File: config.mk
export PLATFORM = sky130hd
export DESIGN_NAME = pbg_bist
export DESIGN_NICKNAME = d
export VERILOG_FILES = /design/src/shared/pbg_pkg.sv /design/src/core/pbg_counter.sv /design/src/core/pbg_gen.sv /design/src/core/pbg_bist.sv
export SDC_FILE = /design/constraint.sdc
export NUM_CORES = 1
export LEC_CHECK = 0
export ABC_AREA = 1
export BUFFER_PORTS_ARGS = -buffer_cell sky130_fd_sc_hd__clkbuf_2
export CORE_MARGIN = 3
export CORE_UTILIZATION = 50
export DETAILED_ROUTE_END_ITERATION = 10
export HOLD_SLACK_MARGIN = 0.02
export PLACE_DENSITY = 0.69
export SYNTH_ARGS = -nofsm -noshare
export SYNTH_HDL_FRONTEND = slang
export SYNTH_SLANG_ARGS = --single-unit
File: constraint.sdc
create_clock -name clk_in -period 17.9 [get_ports clk_in]
set_clock_uncertainty 0.05 [all_clocks]
set_input_delay 3.58 -clock clk_in [delete_from_list [all_inputs] [get_ports clk_in]]
set_output_delay 3.58 -clock clk_in [all_outputs]
set_load 0.05 [all_outputs]
File: src/shared/pbg_pkg.sv
// shared constants, register map and sequence helper for the self-test block
package pbg_pkg;
  localparam int ADDR_W = 10;
  localparam logic [7:0] IDX_BYTE_COUNT = 8'h71;
  localparam logic [7:0] IDX_ERROR_STATUS = 8'h72;
  localparam logic [7:0] IDX_PACKET_LENGTH = 8'h7B;
  localparam logic [7:0] IDX_GAP_LENGTH = 8'h7C;
  localparam logic [7:0] IDX_CONTROL = 8'h80;
  localparam logic [7:0] IDX_PACKET_COUNT = 8'h81;
  localparam logic [7:0] IDX_IRQ_STATUS = 8'h82;
  localparam logic [7:0] IDX_IRQ_MASK = 8'h83;
  localparam logic [15:0] RST_PACKET_LENGTH = 16'h05DC;
  localparam logic [7:0] RST_GAP_LENGTH = 8'h7D;
  localparam logic [7:0] RST_ERROR_COUNT = 8'h00;
  localparam int LOCK_BIT = 0;
  localparam int CLEAR_BIT = 1;
  localparam int BYTE_OVF_BIT = 9;
  localparam int PKT_OVF_BIT = 10;
  localparam int CTRL_WRAP_BIT = 0;
  localparam int CTRL_GEN_EN_BIT = 1;
  localparam int IRQ_BYTE_OVF = 0;
  localparam int IRQ_PKT_OVF = 1;
  localparam int IRQ_TX_DONE = 2;
  localparam int IRQ_RX_DONE = 3;
  localparam int IRQ_W = 4;
  localparam logic [3:0] PREAMBLE_NIBBLE = 4'h5;
  localparam int PREAMBLE_NIBBLES = 13;
  localparam logic [7:0] SFD_BYTE = 8'hD5;
  localparam int LEAD_FIVES = PREAMBLE_NIBBLES + 1;
  localparam int GAP_BYTES_PER_STEP = 4;
  localparam int NIBBLES_PER_BYTE = 2;
  localparam logic [6:0] PRBS_SEED = 7'h7F;

  // next prbs7 byte, first bit in msb; the byte's low 7 bits are the new state
  function automatic logic [7:0] prbs7_byte(input logic [6:0] seed);
    logic [6:0] s;
    logic [7:0] o;
    s = seed;
    o = 8'h00;
    for (int i = 7; i >= 0; i--)
    begin
      o[i] = s[6] ^ s[5];
      s = {s[5:0], o[i]};
    end
    return o;
  endfunction : prbs7_byte
endpackage : pbg_pkg

File: src/core/pbg_counter.sv
// live test counter with wrap or saturate and an overflow pulse
`timescale 1ns/1ps
module pbg_counter #(
  parameter int W = 16
) (
  input wire logic clk_in,
  input wire logic rst_in,
  input wire logic inc_in,
  input wire logic clear_in,
  input wire logic wrap_in,
  output logic [W-1:0] count_out,
  output logic overflow_out
);
  typedef struct packed {
    logic [W-1:0] count;
  } pbg_cnt_s;
  pbg_cnt_s q, d;
  logic at_max;

  assign at_max = &q.count;
  assign overflow_out = inc_in && at_max;
  assign count_out = q.count;

  // clear restarts from zero, an increment in the same cycle still counts
  always_comb
  begin
    d = q;
    if (clear_in)
      d.count = inc_in ? W'(1) : '0;
    else if (inc_in && !(at_max && !wrap_in)) // RL5
      d.count = q.count + W'(1);
  end

  always_ff @(posedge clk_in or posedge rst_in)
  begin
    if (rst_in)
      q <= '0;
    else
      q <= d;
  end
endmodule : pbg_counter

File: src/core/pbg_gen.sv
// test packet generator: lead-in, prbs payload, idle gap, nibble wide
`timescale 1ns/1ps
module pbg_gen #(
  parameter int LEN_W = 16,
  parameter int GAP_W = 8
) (
  input wire logic clk_in,
  input wire logic rst_in,
  input wire logic enable_in,
  input wire logic [LEN_W-1:0] test_packet_length_in,
  input wire logic [GAP_W-1:0] inter_packet_gap_length_in,
  output logic [3:0] tx_data_out,
  output logic tx_en_out,
  output logic packet_done_out
);
  localparam int CW = (LEN_W + 1 > GAP_W + 3) ? LEN_W + 1 : GAP_W + 3;
  typedef enum logic [2:0] {GEN_IDLE, GEN_LEAD, GEN_SFD, GEN_DATA, GEN_GAP} pbg_gen_e;
  typedef struct packed {
    pbg_gen_e state;
    logic [CW-1:0] cnt;
    logic [6:0] lfsr;
    logic [7:0] cur;
    logic [3:0] txd;
    logic txen;
    logic done;
  } pbg_gen_s;
  pbg_gen_s q, d;
  logic [CW-1:0] data_total;
  logic [CW-1:0] gap_total;
  logic [7:0] nxt;

  assign data_total = CW'(test_packet_length_in) * CW'(pbg_pkg::NIBBLES_PER_BYTE); // RL8
  assign gap_total = CW'(inter_packet_gap_length_in) * CW'(pbg_pkg::GAP_BYTES_PER_STEP * 2); // RL10 RL11
  assign nxt = pbg_pkg::prbs7_byte(q.lfsr);
  assign tx_data_out = q.txd;
  assign tx_en_out = q.txen;
  assign packet_done_out = q.done;

  // sequence state machine, outputs registered one nibble ahead
  always_comb
  begin
    d = q;
    d.done = 1'b0;
    unique case (q.state)
      GEN_IDLE, GEN_GAP:
      begin
        d.txen = 1'b0;
        d.txd = 4'h0;
        if (q.state == GEN_GAP && q.cnt != gap_total)
          d.cnt = q.cnt + CW'(1);
        else if (enable_in)
        begin
          d.state = GEN_LEAD;
          d.cnt = CW'(1);
          d.txen = 1'b1;
          d.txd = pbg_pkg::PREAMBLE_NIBBLE; // RL9
        end
        else
          d.state = GEN_IDLE;
      end
      GEN_LEAD:
      begin
        if (q.cnt != CW'(pbg_pkg::LEAD_FIVES))
          d.cnt = q.cnt + CW'(1);
        else
        begin
          d.state = GEN_SFD;
          d.txd = pbg_pkg::SFD_BYTE[7:4]; // RL9
        end
      end
      GEN_SFD, GEN_DATA:
      begin
        if (q.state == GEN_SFD ? data_total == '0 : q.cnt == data_total)
        begin
          d.done = 1'b1;
          d.txen = 1'b0;
          d.txd = 4'h0;
          d.cnt = CW'(1);
          d.state = (gap_total == '0) ? GEN_IDLE : GEN_GAP; // RL10
        end
        else if (q.state == GEN_DATA && q.cnt[0])
        begin
          d.txd = q.cur[7:4];
          d.cnt = q.cnt + CW'(1);
        end
        else
        begin
          d.state = GEN_DATA;
          d.cur = nxt;
          d.lfsr = nxt[6:0];
          d.txd = nxt[3:0];
          d.cnt = (q.state == GEN_SFD) ? CW'(1) : q.cnt + CW'(1);
        end
      end
    endcase
  end

  always_ff @(posedge clk_in or posedge rst_in)
  begin
    if (rst_in)
      q <= '{state: GEN_IDLE, cnt: '0, lfsr: pbg_pkg::PRBS_SEED, cur: 8'h00, txd: 4'h0, txen: 1'b0, done: 1'b0};
    else
      q <= d;
  end
endmodule : pbg_gen

File: src/core/pbg_bist.sv
// self-test top: register slave, prbs checker, counters and snapshots
//
// What this block does
// RL1: packet counter overflow sets read-only bit 10 until a clear write.
// RL2: byte counter overflow sets read-only bit 9 until a clear write.
// RL3: bits 7:0 show errored received bytes, zero after reset.
// RL4: writing bit 0 or bit 1 freezes the error count shown.
// RL5: with wrap select zero the error count stops at 0xFF.
// RL6: writing bit 0 locks all counters for reading, clears nothing.
// RL7: writing bit 1 locks and clears counters and both overflow flags.
// RL8: every packet carries the payload length from the length register, reset 1500.
// RL9: each packet starts with 13 nibbles of 0x5 then delimiter 0xD5.
// RL10: an idle gap from an 8-bit field, default 0x7D, separates packets.
// RL11: gap length in bytes is four times the field value.
// RL12: 16-bit received byte count, locked by writes, saturates at 0xFFFF with wrap select zero and wraps when it is set.
// RL13: live counters run on after a lock; snapshots hold until the next.
//
// The implementer's own choice: register access over Avalon-MM.
`timescale 1ns/1ps
module pbg_bist #(
  parameter int LEN_W = 16,
  parameter int GAP_W = 8,
  parameter int BYTE_W = 16,
  parameter int ERR_W = 8,
  parameter int PKT_W = 16
) (
  input wire logic clk_in,
  input wire logic rst_in,
  input wire logic [pbg_pkg::ADDR_W-1:0] avs_address_in,
  input wire logic avs_read_in,
  input wire logic avs_write_in,
  input wire logic [31:0] avs_writedata_in,
  input wire logic [3:0] avs_byteenable_in,
  output logic [31:0] avs_readdata_out,
  output logic avs_waitrequest_out,
  output logic irq_out,
  output logic [3:0] tx_data_out,
  output logic tx_en_out,
  input wire logic [3:0] rx_data_in,
  input wire logic rx_dv_in
);
  typedef enum logic [2:0] {
    CHK_IDLE,
    CHK_LEAD,
    CHK_LOW,
    CHK_HIGH,
    CHK_DRAIN
  } pbg_chk_e;

  typedef struct packed {
    pbg_chk_e chk;
    logic [3:0] low_nib;
    logic [7:0] prev;
    logic seeded;
    logic byte_inc;
    logic err_inc;
    logic pkt_inc;
    logic [LEN_W-1:0] pkt_len;
    logic [GAP_W-1:0] gap;
    logic wrap;
    logic gen_en;
    logic [BYTE_W-1:0] snap_byte;
    logic [ERR_W-1:0] snap_err;
    logic [PKT_W-1:0] snap_pkt;
    logic byte_ovf;
    logic pkt_ovf;
    logic [pbg_pkg::IRQ_W-1:0] irq_status;
    logic [pbg_pkg::IRQ_W-1:0] irq_mask;
    logic irq;
    logic wait_n;
    logic [31:0] rdata;
    logic lock;
    logic clear;
  } pbg_top_s;

  pbg_top_s q, d;

  logic [BYTE_W-1:0] byte_cnt;
  logic [ERR_W-1:0] err_cnt;
  logic [PKT_W-1:0] pkt_cnt;
  logic byte_ovf_p;
  logic err_ovf_p;
  logic pkt_ovf_p;
  logic gen_done;
  logic access;
  logic wr_take;
  logic [7:0] rx_byte;
  logic [7:0] expect_byte;
  logic [pbg_pkg::IRQ_W-1:0] irq_set;
  logic [pbg_pkg::IRQ_W-1:0] irq_w1c;

  // register index hit, word aligned only
  function automatic logic hit(
    input logic [pbg_pkg::ADDR_W-1:0] addr,
    input logic [7:0] idx
  );
    return (addr[pbg_pkg::ADDR_W-1:2] == idx) && (addr[1:0] == 2'b00);
  endfunction : hit

  // generator drives the transmit nibbles
  pbg_gen #(
    .LEN_W(LEN_W),
    .GAP_W(GAP_W)
  ) u_gen (
    .clk_in(clk_in),
    .rst_in(rst_in),
    .enable_in(q.gen_en),
    .test_packet_length_in(q.pkt_len),
    .inter_packet_gap_length_in(q.gap),
    .tx_data_out(tx_data_out),
    .tx_en_out(tx_en_out),
    .packet_done_out(gen_done)
  );

  // live received byte counter
  pbg_counter #(
    .W(BYTE_W)
  ) u_byte_cnt (
    .clk_in(clk_in),
    .rst_in(rst_in),
    .inc_in(q.byte_inc),
    .clear_in(q.clear), // RL7
    .wrap_in(q.wrap), // RL12
    .count_out(byte_cnt),
    .overflow_out(byte_ovf_p)
  );

  // live errored byte counter
  pbg_counter #(
    .W(ERR_W)
  ) u_err_cnt (
    .clk_in(clk_in),
    .rst_in(rst_in),
    .inc_in(q.err_inc),
    .clear_in(q.clear), // RL7
    .wrap_in(q.wrap), // RL5
    .count_out(err_cnt),
    .overflow_out(err_ovf_p)
  );

  // live received packet counter
  pbg_counter #(
    .W(PKT_W)
  ) u_pkt_cnt (
    .clk_in(clk_in),
    .rst_in(rst_in),
    .inc_in(q.pkt_inc),
    .clear_in(q.clear), // RL7
    .wrap_in(q.wrap),
    .count_out(pkt_cnt),
    .overflow_out(pkt_ovf_p)
  );

  // bus handshake: one wait cycle, then the answer
  assign access = avs_read_in || avs_write_in;
  assign wr_take = avs_write_in && !q.wait_n;
  assign rx_byte = {rx_data_in, q.low_nib};
  assign expect_byte = pbg_pkg::prbs7_byte(q.prev[6:0]);

  // events into the sticky interrupt bits
  always_comb
  begin
    irq_set = '0;
    irq_set[pbg_pkg::IRQ_BYTE_OVF] = byte_ovf_p;
    irq_set[pbg_pkg::IRQ_PKT_OVF] = pkt_ovf_p;
    irq_set[pbg_pkg::IRQ_TX_DONE] = gen_done;
    irq_set[pbg_pkg::IRQ_RX_DONE] = q.pkt_inc;
    irq_w1c = '0;
    if (wr_take && hit(avs_address_in, pbg_pkg::IDX_IRQ_STATUS) && avs_byteenable_in[0])
      irq_w1c = avs_writedata_in[pbg_pkg::IRQ_W-1:0];
  end

  // next state of the whole block
  always_comb
  begin
    d = q;
    d.byte_inc = 1'b0;
    d.err_inc = 1'b0;
    d.pkt_inc = 1'b0;
    d.lock = 1'b0;
    d.clear = 1'b0;

    // checker: find lead-in, pair nibbles low first, compare payload
    unique case (q.chk)
      CHK_IDLE:
      begin
        if (rx_dv_in && rx_data_in == pbg_pkg::PREAMBLE_NIBBLE)
          d.chk = CHK_LEAD;
      end
      CHK_LEAD:
      begin
        if (!rx_dv_in)
          d.chk = CHK_IDLE;
        else if (rx_data_in == pbg_pkg::SFD_BYTE[7:4])
        begin
          d.chk = CHK_LOW;
          d.seeded = 1'b0;
        end
        else if (rx_data_in != pbg_pkg::PREAMBLE_NIBBLE)
          d.chk = CHK_DRAIN;
      end
      CHK_LOW:
      begin
        if (!rx_dv_in)
        begin
          d.chk = CHK_IDLE;
          d.pkt_inc = 1'b1;
        end
        else
        begin
          d.low_nib = rx_data_in;
          d.chk = CHK_HIGH;
        end
      end
      CHK_HIGH:
      begin
        if (!rx_dv_in)
        begin
          d.chk = CHK_IDLE;
          d.pkt_inc = 1'b1;
        end
        else
        begin
          d.chk = CHK_LOW;
          d.byte_inc = 1'b1; // RL12
          d.err_inc = q.seeded && (rx_byte != expect_byte); // RL3
          d.prev = rx_byte;
          d.seeded = 1'b1;
        end
      end
      CHK_DRAIN:
      begin
        if (!rx_dv_in)
          d.chk = CHK_IDLE;
      end
    endcase

    // snapshots follow only lock pulses, live counters keep running
    if (q.lock)
    begin
      d.snap_byte = byte_cnt; // RL12 RL13
      d.snap_err = err_cnt; // RL4 RL13
      d.snap_pkt = pkt_cnt; // RL6 RL13
    end

    // overflow flags: sticky, cleared with the counters, set wins
    d.byte_ovf = (q.byte_ovf && !q.clear) || byte_ovf_p; // RL2 RL7
    d.pkt_ovf = (q.pkt_ovf && !q.clear) || pkt_ovf_p; // RL1 RL7

    // interrupt status, write one to clear, new event wins
    d.irq_status = (q.irq_status & ~irq_w1c) | irq_set;
    d.irq = |(d.irq_status & q.irq_mask);

    // register writes land at the edge that ends the answer cycle, with waitrequest low
    if (wr_take)
    begin
      if (hit(avs_address_in, pbg_pkg::IDX_ERROR_STATUS) && avs_byteenable_in[0])
      begin
        d.lock = avs_writedata_in[pbg_pkg::LOCK_BIT] || avs_writedata_in[pbg_pkg::CLEAR_BIT]; // RL4 RL6
        d.clear = avs_writedata_in[pbg_pkg::CLEAR_BIT]; // RL7
      end
      if (hit(avs_address_in, pbg_pkg::IDX_PACKET_LENGTH))
      begin
        if (avs_byteenable_in[0])
          d.pkt_len[7:0] = avs_writedata_in[7:0]; // RL8
        if (avs_byteenable_in[1])
          d.pkt_len[15:8] = avs_writedata_in[15:8]; // RL8
      end
      if (hit(avs_address_in, pbg_pkg::IDX_GAP_LENGTH) && avs_byteenable_in[0])
        d.gap = avs_writedata_in[GAP_W-1:0]; // RL10
      if (hit(avs_address_in, pbg_pkg::IDX_CONTROL) && avs_byteenable_in[0])
      begin
        d.wrap = avs_writedata_in[pbg_pkg::CTRL_WRAP_BIT];
        d.gen_en = avs_writedata_in[pbg_pkg::CTRL_GEN_EN_BIT];
      end
      if (hit(avs_address_in, pbg_pkg::IDX_IRQ_MASK) && avs_byteenable_in[0])
        d.irq_mask = avs_writedata_in[pbg_pkg::IRQ_W-1:0];
    end

    // wait cycle handshake and read data registered for the answer
    d.wait_n = !(access && q.wait_n);
    d.rdata = 32'h0000_0000;
    if (avs_read_in && q.wait_n)
    begin
      if (hit(avs_address_in, pbg_pkg::IDX_BYTE_COUNT))
        d.rdata[BYTE_W-1:0] = q.snap_byte; // RL12
      if (hit(avs_address_in, pbg_pkg::IDX_ERROR_STATUS))
      begin
        d.rdata[ERR_W-1:0] = q.snap_err; // RL3
        d.rdata[pbg_pkg::BYTE_OVF_BIT] = q.byte_ovf; // RL2
        d.rdata[pbg_pkg::PKT_OVF_BIT] = q.pkt_ovf; // RL1
      end
      if (hit(avs_address_in, pbg_pkg::IDX_PACKET_LENGTH))
        d.rdata[LEN_W-1:0] = q.pkt_len;
      if (hit(avs_address_in, pbg_pkg::IDX_GAP_LENGTH))
        d.rdata[GAP_W-1:0] = q.gap;
      if (hit(avs_address_in, pbg_pkg::IDX_CONTROL))
      begin
        d.rdata[pbg_pkg::CTRL_WRAP_BIT] = q.wrap;
        d.rdata[pbg_pkg::CTRL_GEN_EN_BIT] = q.gen_en;
      end
      if (hit(avs_address_in, pbg_pkg::IDX_PACKET_COUNT))
        d.rdata[PKT_W-1:0] = q.snap_pkt;
      if (hit(avs_address_in, pbg_pkg::IDX_IRQ_STATUS))
        d.rdata[pbg_pkg::IRQ_W-1:0] = q.irq_status;
      if (hit(avs_address_in, pbg_pkg::IDX_IRQ_MASK))
        d.rdata[pbg_pkg::IRQ_W-1:0] = q.irq_mask;
    end
  end

  // the error counter has no flag of its own; its wrap is silent
  logic unused_err_ovf;
  assign unused_err_ovf = err_ovf_p;

  // outputs straight from the state register
  assign avs_readdata_out = q.rdata;
  assign avs_waitrequest_out = q.wait_n;
  assign irq_out = q.irq;

  // state register, constants only under reset
  always_ff @(posedge clk_in or posedge rst_in)
  begin
    if (rst_in)
    begin
      q <= '0;
      q.chk <= CHK_IDLE;
      q.pkt_len <= pbg_pkg::RST_PACKET_LENGTH; // RL8
      q.gap <= pbg_pkg::RST_GAP_LENGTH; // RL10
      q.snap_err <= pbg_pkg::RST_ERROR_COUNT; // RL3
      q.wait_n <= 1'b1;
    end
    else
      q <= d;
  end
endmodule : pbg_bist

==> qor.txt, run 1 <==
result of the run: complete, no violations
time the final worst path needs with I/O delays and setup: 5320 ps
WL per Instance: 15.5 µm
Die W: 150 µm
Die Area: 0.0225 mm²
antenna diode count: 0
number of vias per cell: 5.30
total number of clock tree sinks: 191
cell count after placement: 1586
Hold Buf Count CTS: 0
top cell type by total area after synthesis: dfrtp_1
GR Util met1: 30.9%
Final Total Pwr: 1040 µW
worst voltage drop across the vdd grid: 0.0544 mV
transition time at the pin with the least slew margin: 935 ps
count of final max-slew check failures: 0
post-cts sizing count: 0
Post-DRT Antenna Nets: 0
total global-route track usage: 22.8%
area added between synthesis and finish: 7.91%
weighted congestion reported at the end of routability-driven placement: 0.931
count of cell types in the netlist: 58
Syn Inst Count: 1310
drt initial violations: 632
clock root cell: clkbuf_16
maximum net fanout on the critical path: 16
final setup TNS: 0 ps
data arrival time at the worst-slack endpoint: 5600 ps
final worst path period share: 29.7%
met2 demand-to-capacity share in global routing: 37.5%
Clock Pin Slew Worst Setup and Hold Paths: 70 ps
DRC violation count after routing: 0
classification of the worst-slack hold path: flop to flop
vias in the first global route: 8137
Area contributors post-synth: dfrtp_1 (41%), nand2_1 (11%), inv_1 (5.8%)
maximum capacitance violations: 0
data required time of the worst path: 18180 ps
first-pass iteration count of the detailed router: 5
y dimension of the die: 150 µm
Final Setup Violations: 0
standard cell core area: 0.0203 mm²
post-synthesis instance area: 0.0104 mm²
number of setup buffers added after CTS: 0
first-pass GRT wire length: 41000 µm
number of warnings reported in the yosys synthesis log: 0
flops & latches, synth: 191
Critical Path, Cell by Cell: clkbuf_2, inv_1, nand2_1, nor2_1, nand2_1, nor2b_1, nand2_1, o21ai_0
synthesized area per cell: 7.93 µm²
most common library cell in the layout ignoring fill and taps: nand2_1
endpoint kind of the worst setup timing path: flop
busiest layer in global routing: met2
Critical Setup Path Class: input port to flop
worst slew slack as a fraction of its limit: 37.7%
number of enable-type register cells in the synthesized netlist: 0
H-tree depth reported by CTS: 4
pin count of the biggest net entering global routing: 117
highest clock rate: 0.188 GHz
Via Count: 8578
most used flip-flop cell after synthesis: dfrtp_1
delay of the slowest cell on the worst path: 550 ps
number of antenna violations at the first check in global routing: 0
LEAKAGE: 0.00539 µW
number of nets in the layout: 1396
asr flop ratio synth: 100%
starting density of the core: 51.2%
IO Count: 94
final HPWL from detailed placement: 18300 µm
GRT met3 Usage: 4.43%
final number of hold-violating endpoints: 0
top cell type's share of synthesized area: 40.9%
power per standard cell area: 93.1 mW/mm²
commonest cells after routing, fill and taps aside: nand2_1 (313), dfrtp_1 (169), inv_1 (159), o21ai_0 (111), nor2_1 (103)
layout cell share with drive strength beyond 1: 12.3%
CTS Buffer Depth: 2
Startpoint Class: input port
CTS tree: yes
non-filler cells in the finished layout: 1618
number of port buffers: 59
sum of routed wire length over all layers: 25000 µm
portion of the post-synthesis area used by sequential elements: 46.3%
unrepaired setup endpoints after global routing: no
total gr overflow: 0
count of standard-cell rows: 52
slowest cell on the critical path: nor2b_1
clock buffer count from CTS: 17
library cell appearing most often on the critical path: nand2_1
clock latency reported for the late side of the worst-skew pair: 430 ps
-- metrics by stage --
stage	hold slack [ps]	util, %	worst slack (ps)	area, µm²
after detailed placement	413	52.5	12190	10700
after global placement	403	52.5	12250	10700
after CTS	429	55.2	12610	11200
after floorplan	378	-	9110	10400
final	428	55.2	12580	11200
after global routing	454	55.2	12350	11200
-- layer usage --
| metal | share of wire, % | vias up |
|---|---|---|
| li1 | - | 4260 |
| met1 | 45 | 4087 |
| met2 | 48 | 191 |
| met3 | 4.9 | 40 |
| met4 | 2.0 | 0 |
| met5 | 0 | - |
-- where the power goes --
part | total (µW) | leakage, µW | switching, µW | internal (µW)
Combinational | 203 | 0.00259 | 145 | 58.3
Clock | 363 | 0.000257 | 170 | 193
Sequential | 478 | 0.00254 | 24.7 | 453
-- kinds of logic after synthesis --
group	count (synthesis)	share of synthesized area, %
other	1	0.0361
AOI/OAI and AO/OA	227	12.2
DFF	191	46.3
muxes	11	1.19
buffers and inverters	240	10.4
xor gates and xnor gates	46	3.88
adders and majority gates	6	0.723
and+or+nand+nor	588	25.3
-- synth_stat cells (4+ instances only) --
cell and n:
nor3_2 4, dfstp_2 21, o21ai_0 111, xor2_1 35, nor2_1 103, inv_2 6
o22ai_1 8, nand2_4 4, nor2_2 6, buf_2 11, nand4_1 35, o31ai_1 13
buf_4 38, dfrtp_1 170, clkbuf_1 16, mux2_2 11, or2_2 5, nand3_1 60
inv_1 160, nand2_1 313, a21oi_1 63, o211ai_1 11, nor3_1 34, ha_1 6
xnor2_1 11
-- critical path, delay by kind of cell --
family,cells,cell delay (ps)
AND/OR/NAND/NOR,5,1570
AO/OA/AOI/OAI,1,310
buffers and inverters,2,150
-- sequential cells by signal, summed over array words and instances, names as in the netlist --
| signal | cells |
|---|---|
| u_err_cnt.count_out | 8 |
| irq_set | 1 |
| irq_out | 1 |
| u_byte_cnt.count_out | 16 |
| u_pkt_cnt.count_out | 16 |
| u_gen.tx_data_out | 4 |
| u_gen.packet_done_out | 1 |
| avs_readdata_out | 16 |
| u_gen.tx_en_out | 1 |
| u_gen.q | 31 |
| avs_waitrequest_out | 1 |
| q | 95 |
-- path summary, 6_finish.rpt --
kind,from,endpoint,slack [ps],cells after the start
max in group asynchronous,rst_in,q[129],13100,3
min,q[130],irq_set[3],430,1
max reg2reg,u_pkt_cnt.count_out[0],u_pkt_cnt.count_out[7],15570,9
min reg2reg,q[130],irq_set[3],430,1
min in group asynchronous,rst_in,u_gen.q[37],3240,2
max,avs_address_in[9],q[97],12580,8
-- layout make-up --
| type | count | area (µm²) |
|---|---|---|
| flip-flops and latches | 191 | 4810 |
| clock inverters | 12 | 114 |
| clock buffers | 20 | 437 |
| inverters | 170 | 648 |
| repair buffers | 61 | 310 |
| fillers | 1933 | 9090 |
| well taps | 270 | 338 |
| multi-input cells | 894 | 4560 |
No activity file was read; power rests on OpenSTA's default activity.
==> run 2, diff against run 1 <==
Settings changed: ABC_AREA 1 to 0.
Clock period 17.9 ns to 5.4 ns, I/O delays scaled along.
==> run 2 against run 1 <==
Compared with the run above: first-iteration DRC count fell by 13%; critical path depth decreased by 3; clock-buffer cell count is 3 lower; clock power grew to 3.4 times the previous value; critical endpoint is now q[109].
==> qor.txt, run 2 <==
DRC violation count after routing: 0 (unchanged)
Hold Buf Count CTS: 0 (unchanged)
number of flip-flops in the largest register: 95 (unchanged)
launching point of the worst reg2reg path: u_gen.q[21]
count of final max-slew check failures: 0 (unchanged)
Clock Pin Slew Worst Setup and Hold Paths: 80 ps (about the same)
clock buffer count from CTS: 17 (unchanged)
IO Count: 94 (unchanged)
transition time at the pin with the least slew margin: 1230 ps (+291 ps)
final worst path period share: 61.0%
Die Area: 0.0213 mm² (-5.7%)
highest clock rate: 0.303 GHz
maximum net fanout on the critical path: 17 (+1)
CTS Buffer Depth: 2 (unchanged)
Post-DRT Antenna Nets: 0 (unchanged)
weighted congestion reported at the end of routability-driven placement: 0.867 (-6.9%)
time the final worst path needs with I/O delays and setup: 3300 ps
most flop-heavy register: q
unrepaired setup endpoints after global routing: no
most common library cell in the layout ignoring fill and taps: dfrtp_1
slowest cell on the critical path: nor4_4
Syn Inst Count: 929 (-29%)
endpoint kind of the worst setup timing path: flop
LEAKAGE: 0.00495 µW (-8.2%)
total gr overflow: 0 (unchanged)
number of port buffers: 59 (unchanged)
flops & latches, synth: 191 (unchanged)
maximum capacitance violations: 0 (unchanged)
number of antenna violations at the first check in global routing: 0 (unchanged)
WL per Instance: 17.9 µm (+16%)
source of the worst hold timing path: u_gen.packet_done_out
number of setup buffers added after CTS: 0 (unchanged)
number of nets in the layout: 1007 (-28%)
vias in the first global route: 6686 (-18%)
starting density of the core: 51.6% (+0.40 points)
total global-route track usage: 21.0% (-1.8 points)
worst path bufs/invs: 1 (-1)
cell count after placement: 1187 (-25%)
post-synthesis instance area: 0.00978 mm² (-5.9%)
top cell family by delay on the critical path: simple AND/OR/NAND/NOR gates
area added between synthesis and finish: 8.57%
commonest cells after routing, fill and taps aside: dfrtp_1 (170), nand2_1 (84), nor2_1 (75), mux2_2 (74), clkbuf_2 (59)
largest registers: q: 95 flops, u_gen.q: 31 flops
Post-DP Area: 0.0100 mm² (-5.8%)
count leader, synth: dfrtp_1
count of cell types in the netlist: 79 (+36%)
total number of clock tree sinks: 191 (unchanged)
Area contributors post-synth: dfrtp_1 (44%), mux2_2 (8.5%), dfstp_2 (5.6%)
top cell type by total area after synthesis: dfrtp_1
pin count of the biggest net entering global routing: 192 (+64%)
non-filler cells in the finished layout: 1219 (-25%)
final setup TNS: 0 ps (unchanged)
post-route core utilization: 56.0% (+0.77 points)
CTS tree: yes
power per standard cell area: 268 mW/mm² (+190%)
worst slew slack as a fraction of its limit: 18.1% (-20 points)
standard cell core area: 0.0190 mm² (-6.6%)
final HPWL from detailed placement: 15100 µm (-17%)
most used flip-flop cell after synthesis: dfrtp_1
final number of hold-violating endpoints: 0 (unchanged)
Die W: 146 µm (-2.9%)
result of the run: complete, no violations
top cell type's share of synthesized area: 43.5% (+2.6 points)
classification of the worst-slack hold path: flop to flop
asr flop ratio synth: 100% (unchanged)
y dimension of the die: 146 µm (-2.9%)
sum of routed wire length over all layers: 21800 µm (-13%)
Final Setup Violations: 0 (unchanged)
Startpoint Class: input port
delay of the slowest cell on the worst path: 890 ps (+340 ps)
area of all placed cells without fillers: 0.0106 mm² (-5.3%)
data required time of the worst path: 5670 ps (-12510 ps)
Critical Path Source: avs_address_in[9]
number of enable-type register cells in the synthesized netlist: 0 (unchanged)
portion of the post-synthesis area used by sequential elements: 49.2% (+2.9 points)
worst voltage drop across the vdd grid: 0.172 mV (+220%)
Critical Path, Cell by Cell: clkbuf_2, or4b_4, nor4_4, and4b_1, mux2_2
clock latency reported for the late side of the worst-skew pair: 440 ps (about the same)
number of warnings reported in the yosys synthesis log: 0 (unchanged)
antenna diode count: 0 (unchanged)
number of vias per cell: 5.70 (+7.4%)
data arrival time at the worst-slack endpoint: 3570 ps (-2030 ps)
clock root cell: clkbuf_16
count of standard-cell rows: 50 (-3.8%)
first-pass GRT wire length: 36100 µm (-12%)
first-pass iteration count of the detailed router: 5 (unchanged)
synthesized area per cell: 10.5 µm² (+33%)
ranking of synthesized cells by instance count: dfrtp_1 (170), nand2_1 (84), nor2_1 (75), mux2_2 (74), xnor2_1 (44)
H-tree depth reported by CTS: 4 (unchanged)
post-cts sizing count: 0 (unchanged)
Via Count: 6944 (-19%)
layout cell share with drive strength beyond 1: 22.4% (+10 points)
Critical Setup Path Class: input port to flop
drt initial violations: 553 (-13%)
==> run 2: cell types whose count changed in the layout (fill, tap and decap cells not counted), sizes merged, moves of 16 or more <==
| cell | delta |
|---|---|
| nand2 | -235 |
| inv | -140 |
| o21ai | -91 |
| mux2 | +71 |
| a21oi | -45 |
| nor2 | -36 |
| xnor2 | +33 |
| nand3 | -27 |
| nor3 | -16 |
==> run 2: cell families (layout without fill, tap and decap cells) <==
family / after synthesis / after routing / share of synthesized area, %
adder cells (fa/ha/maj): 6 / 6 / 0.768
AND/OR/NAND/NOR: 336 / 336 / 17.9
multiplexers: 86 / 86 / 10.2
AO/OA/AOI/OAI: 126 / 126 / 9.32
other: 1 / 16 / 0.0384
flip-flops: 191 / 191 / 49.2
buffers and inverters: 108 / 123 / 5.98
XOR/XNOR: 75 / 75 / 6.72
==> run 2: area by class of cell <==
class / count / area (µm²)
repair buffers: 65 / 353
multi-input cells: 645 / 4450
fillers: 1663 / 8340
clock inverters: 15 / 153
well taps: 260 / 325
flip-flops and latches: 191 / 4810
clock buffers: 17 / 425
inverters: 26 / 101
==> run 2: report_power, final <==
| part | leakage, µW | switching (µW) | internal [µW] |
|---|---|---|---|
| Combinational | 0.00209 | 126 | 43.1 |
| Clock | 0.000280 | 603 | 615 |
| Sequential | 0.00259 | 14.3 | 1440 |
==> run 2: final timing paths <==
check	end	slack, ps	depth (start not counted)
worst max-delay path	q[109]	2100	5
max in group asynchronous	q[79]	3670	3
worst max register to register	u_gen.q[34]	2110	8
worst min-delay path	q[42]	430	1
min in group asynchronous	u_gen.tx_data_out[1]	850	3
worst min register to register	q[42]	430	1
==> run 2: worst register-to-register path: stages, from the launching register on <==
cell,delay [ps]
dfrtp_1,480
inv_1,180
ha_1,180
nor4b_1,240
nand3_1,150
or4b_1,600
a21oi_2,730
nand3b_1,410
o211ai_1,150
==> run 2: routing by layer <==
layer  track usage [%]  share of wire [%]  vias up
li1                  -                  -     3310
met1              30.0                 47     3428
met2              33.1                 47      185
met3              4.70                5.3       21
met4              4.65                1.1        0
met5                 0                  0        -
==> run 2: stage by stage <==
step	total power, µW	hold slack [ps]	worst slack (ps)
2_1_floorplan	1610	374	1820
3_3_place_gp	1650	416	1720
3_5_place_dp	1650	406	1700
4_1_cts	2870	434	2140
5_1_grt	2950	460	1890
6_report	2840	433	2100
==> run 3, diff against run 2 <==
Clock period 5.4 ns to 3.2 ns, I/O delays scaled along.
==> run 3 against run 2 <==
Compared with the run above: worst hold slack lost 190 ps; combinational power rose by 70%; worst setup slack got worse by 1800 ps; register-to-register slack got worse by 1800 ps; global-route usage grew 0.27 points; first-iteration DRC count fell by 1.4%; sequential cell count is the same; clock-buffer cell count grew 1; critical endpoint is now u_gen.q[29]; sequential power increased by 68%; total power up 74%; critical path type is now flop to flop; highest routed layer unchanged; via count decreased by 0.39%.
==> qor.txt, run 3 (synthesis results as in run 2) <==
layout cell share with drive strength beyond 1: 23.2% (+0.80 points)
number of antenna violations at the first check in global routing: 0 (unchanged)
clock root cell: clkbuf_16
final number of hold-violating endpoints: 0 (unchanged)
top sig layer: met4
post-cts sizing count: 0 (unchanged)
sum of routed wire length over all layers: 21800 µm (+0.30%)
highest clock rate: 0.349 GHz
worst voltage drop across the vdd grid: 0.396 mV (+130%)
unrepaired setup endpoints after global routing: no
drt initial violations: 545 (-1.4%)
first-pass GRT wire length: 36400 µm (+1.0%)
classification of the worst-slack hold path: input port to async pin
data required time of the worst path: 3500 ps (-2170 ps)
met2 wire len: 10200 µm (about the same)
data arrival time at the worst-slack endpoint: 3160 ps (-410 ps)
number of stages on the worst setup path: 8 (+3)
weighted congestion reported at the end of routability-driven placement: 0.853 (-1.6%)
total number of clock tree sinks: 191 (unchanged)
time the final worst path needs with I/O delays and setup: 2860 ps
final HPWL from detailed placement: 15500 µm (+2.2%)
number of port buffers: 59 (unchanged)
launching point of the worst reg2reg path: u_gen.q[21]
final setup TNS: 0 ps (unchanged)
Final Total Pwr: 4940 µW (+74%)
most common library cell in the layout ignoring fill and taps: dfrtp_1
result of the run: complete, no violations
Hold Buf Count CTS: 0 (unchanged)
DRC violation count after routing: 0 (unchanged)
Die Area: 0.0213 mm² (unchanged)
CTS Buffer Depth: 2 (unchanged)
total gr overflow: 0 (unchanged)
number of flip-flops in the largest register: 95 (unchanged)
library cell appearing most often on the critical path: o31ai_1
antenna diode count: 0 (unchanged)
area added between synthesis and finish: 9.79%
Worst R2R Path Depth: 8 (unchanged)
endpoint of the most critical setup path: u_gen.q[29]
power per standard cell area: 460 mW/mm² (+72%)
largest registers: q: 95 flops, u_gen.q: 31 flops
slowest cell on the critical path: o31ai_2
total global-route track usage: 21.3% (+0.27 points)
transition time at the pin with the least slew margin: 884 ps (-341 ps)
number of setup buffers added after CTS: 0 (unchanged)
Final Setup Violations: 0 (unchanged)
final worst path period share: 89.5%
WL per Instance: 17.8 µm (-0.52%)
y dimension of the die: 146 µm (unchanged)
commonest cells after routing, fill and taps aside: dfrtp_1 (170), nand2_1 (84), nor2_1 (75), mux2_2 (74), clkbuf_2 (59)
H-tree depth reported by CTS: 4 (unchanged)
endpoint kind of the worst setup timing path: flop
Startpoint Class: flop
Critical Path Source: u_gen.q[21]
maximum capacitance violations: 0 (unchanged)
IO Count: 94 (unchanged)
first-pass iteration count of the detailed router: 5 (unchanged)
Critical Path, Cell by Cell: inv_1, ha_1, nor4b_1, nand3_1, o31ai_1, o31ai_2, nand3b_1, o31ai_1
starting density of the core: 51.6% (unchanged)
worst path bufs/invs: 1 (unchanged)
Critical Setup Path Class: flop to flop
met1 wire length: 10300 µm (+1.1%)
reg-to-reg critical path endpoint: u_gen.q[29]
worst reg-to-reg setup slack: 340 ps (-1770 ps)
top cell family by delay on the critical path: compound AO/OA/AOI/OAI gates
Post-DRT Antenna Nets: 0 (unchanged)
length of routed met3 wiring: 1120 µm (-2.3%)
Via Count: 6917 (-0.39%)
worst slew slack as a fraction of its limit: 40.7% (+23 points)
number of nets in the layout: 1017 (+0.99%)
maximum net fanout on the critical path: 13 (-4)
Die W: 146 µm (unchanged)
pin count of the biggest net entering global routing: 131 (-32%)
LEAKAGE: 0.00502 µW (+1.4%)
count of final max-slew check failures: 0 (unchanged)
standard cell core area: 0.0190 mm² (unchanged)
clock latency reported for the late side of the worst-skew pair: 440 ps (about the same)
count of standard-cell rows: 50 (unchanged)
CTS tree: yes
vias in the first global route: 6728 (+0.63%)
number of vias per cell: 5.63 (-1.2%)
Clock Pin Slew Worst Setup and Hold Paths: 80 ps (about the same)
most flop-heavy register: q
clock buffer count from CTS: 17 (unchanged)
delay of the slowest cell on the worst path: 740 ps (-150 ps)
run 3: final cells by class:
type | instances | area (µm²)
inverter | 26 | 101
sequential | 191 | 4810
multi-input combinational | 645 | 4450
clock inverter | 14 | 170
fill | 1649 | 8220
timing repair buffer | 75 | 440
tap | 260 | 325
clock buffer | 18 | 439
run 3: worst min-delay path, delay by kind of cell:
family,cells,cell delay [ps]
buffers and inverters,3,490
run 3: worst min path at each step:
stage	end	slack (ps)	startpoint
after global routing	u_gen.q[10]	260	rst_in
final	u_gen.q[10]	240	rst_in
after global placement	avs_waitrequest_out	410	avs_waitrequest_out
after CTS	u_gen.q[10]	250	rst_in
after detailed placement	q[42]	420	u_gen.packet_done_out
after floorplan	q[42]	370	u_gen.packet_done_out
run 3: through the flow:
stage                     hold slack, ps  instances  cell area (µm²)  utilization (%)  setup slack, ps
after floorplan                      374        944             9840                -             64.7
after global placement               415       1197            10100             53.4              423
after detailed placement             419       1197            10100             53.4              389
after CTS                            249       1229            10700             56.6              342
after global routing                 265       1229            10700             56.6             2.93
final                                240       1229            10700             56.6              335
run 3: routing by layer:
layer / global-route usage [%] / vias up
li1: - / 3322
met2: 33.1 / 173
met5: 0 / -
met1: 30.9 / 3409
met3: 4.42 / 13
met4: 4.84 / 0
run 3: where the power goes:
part | total (µW) | internal, µW | switching [µW]
Combinational | 287 | 76.9 | 210
Sequential | 2460 | 2430 | 23.7
Clock | 2190 | 1200 | 992
Total | 4940 | 3710 | 1230
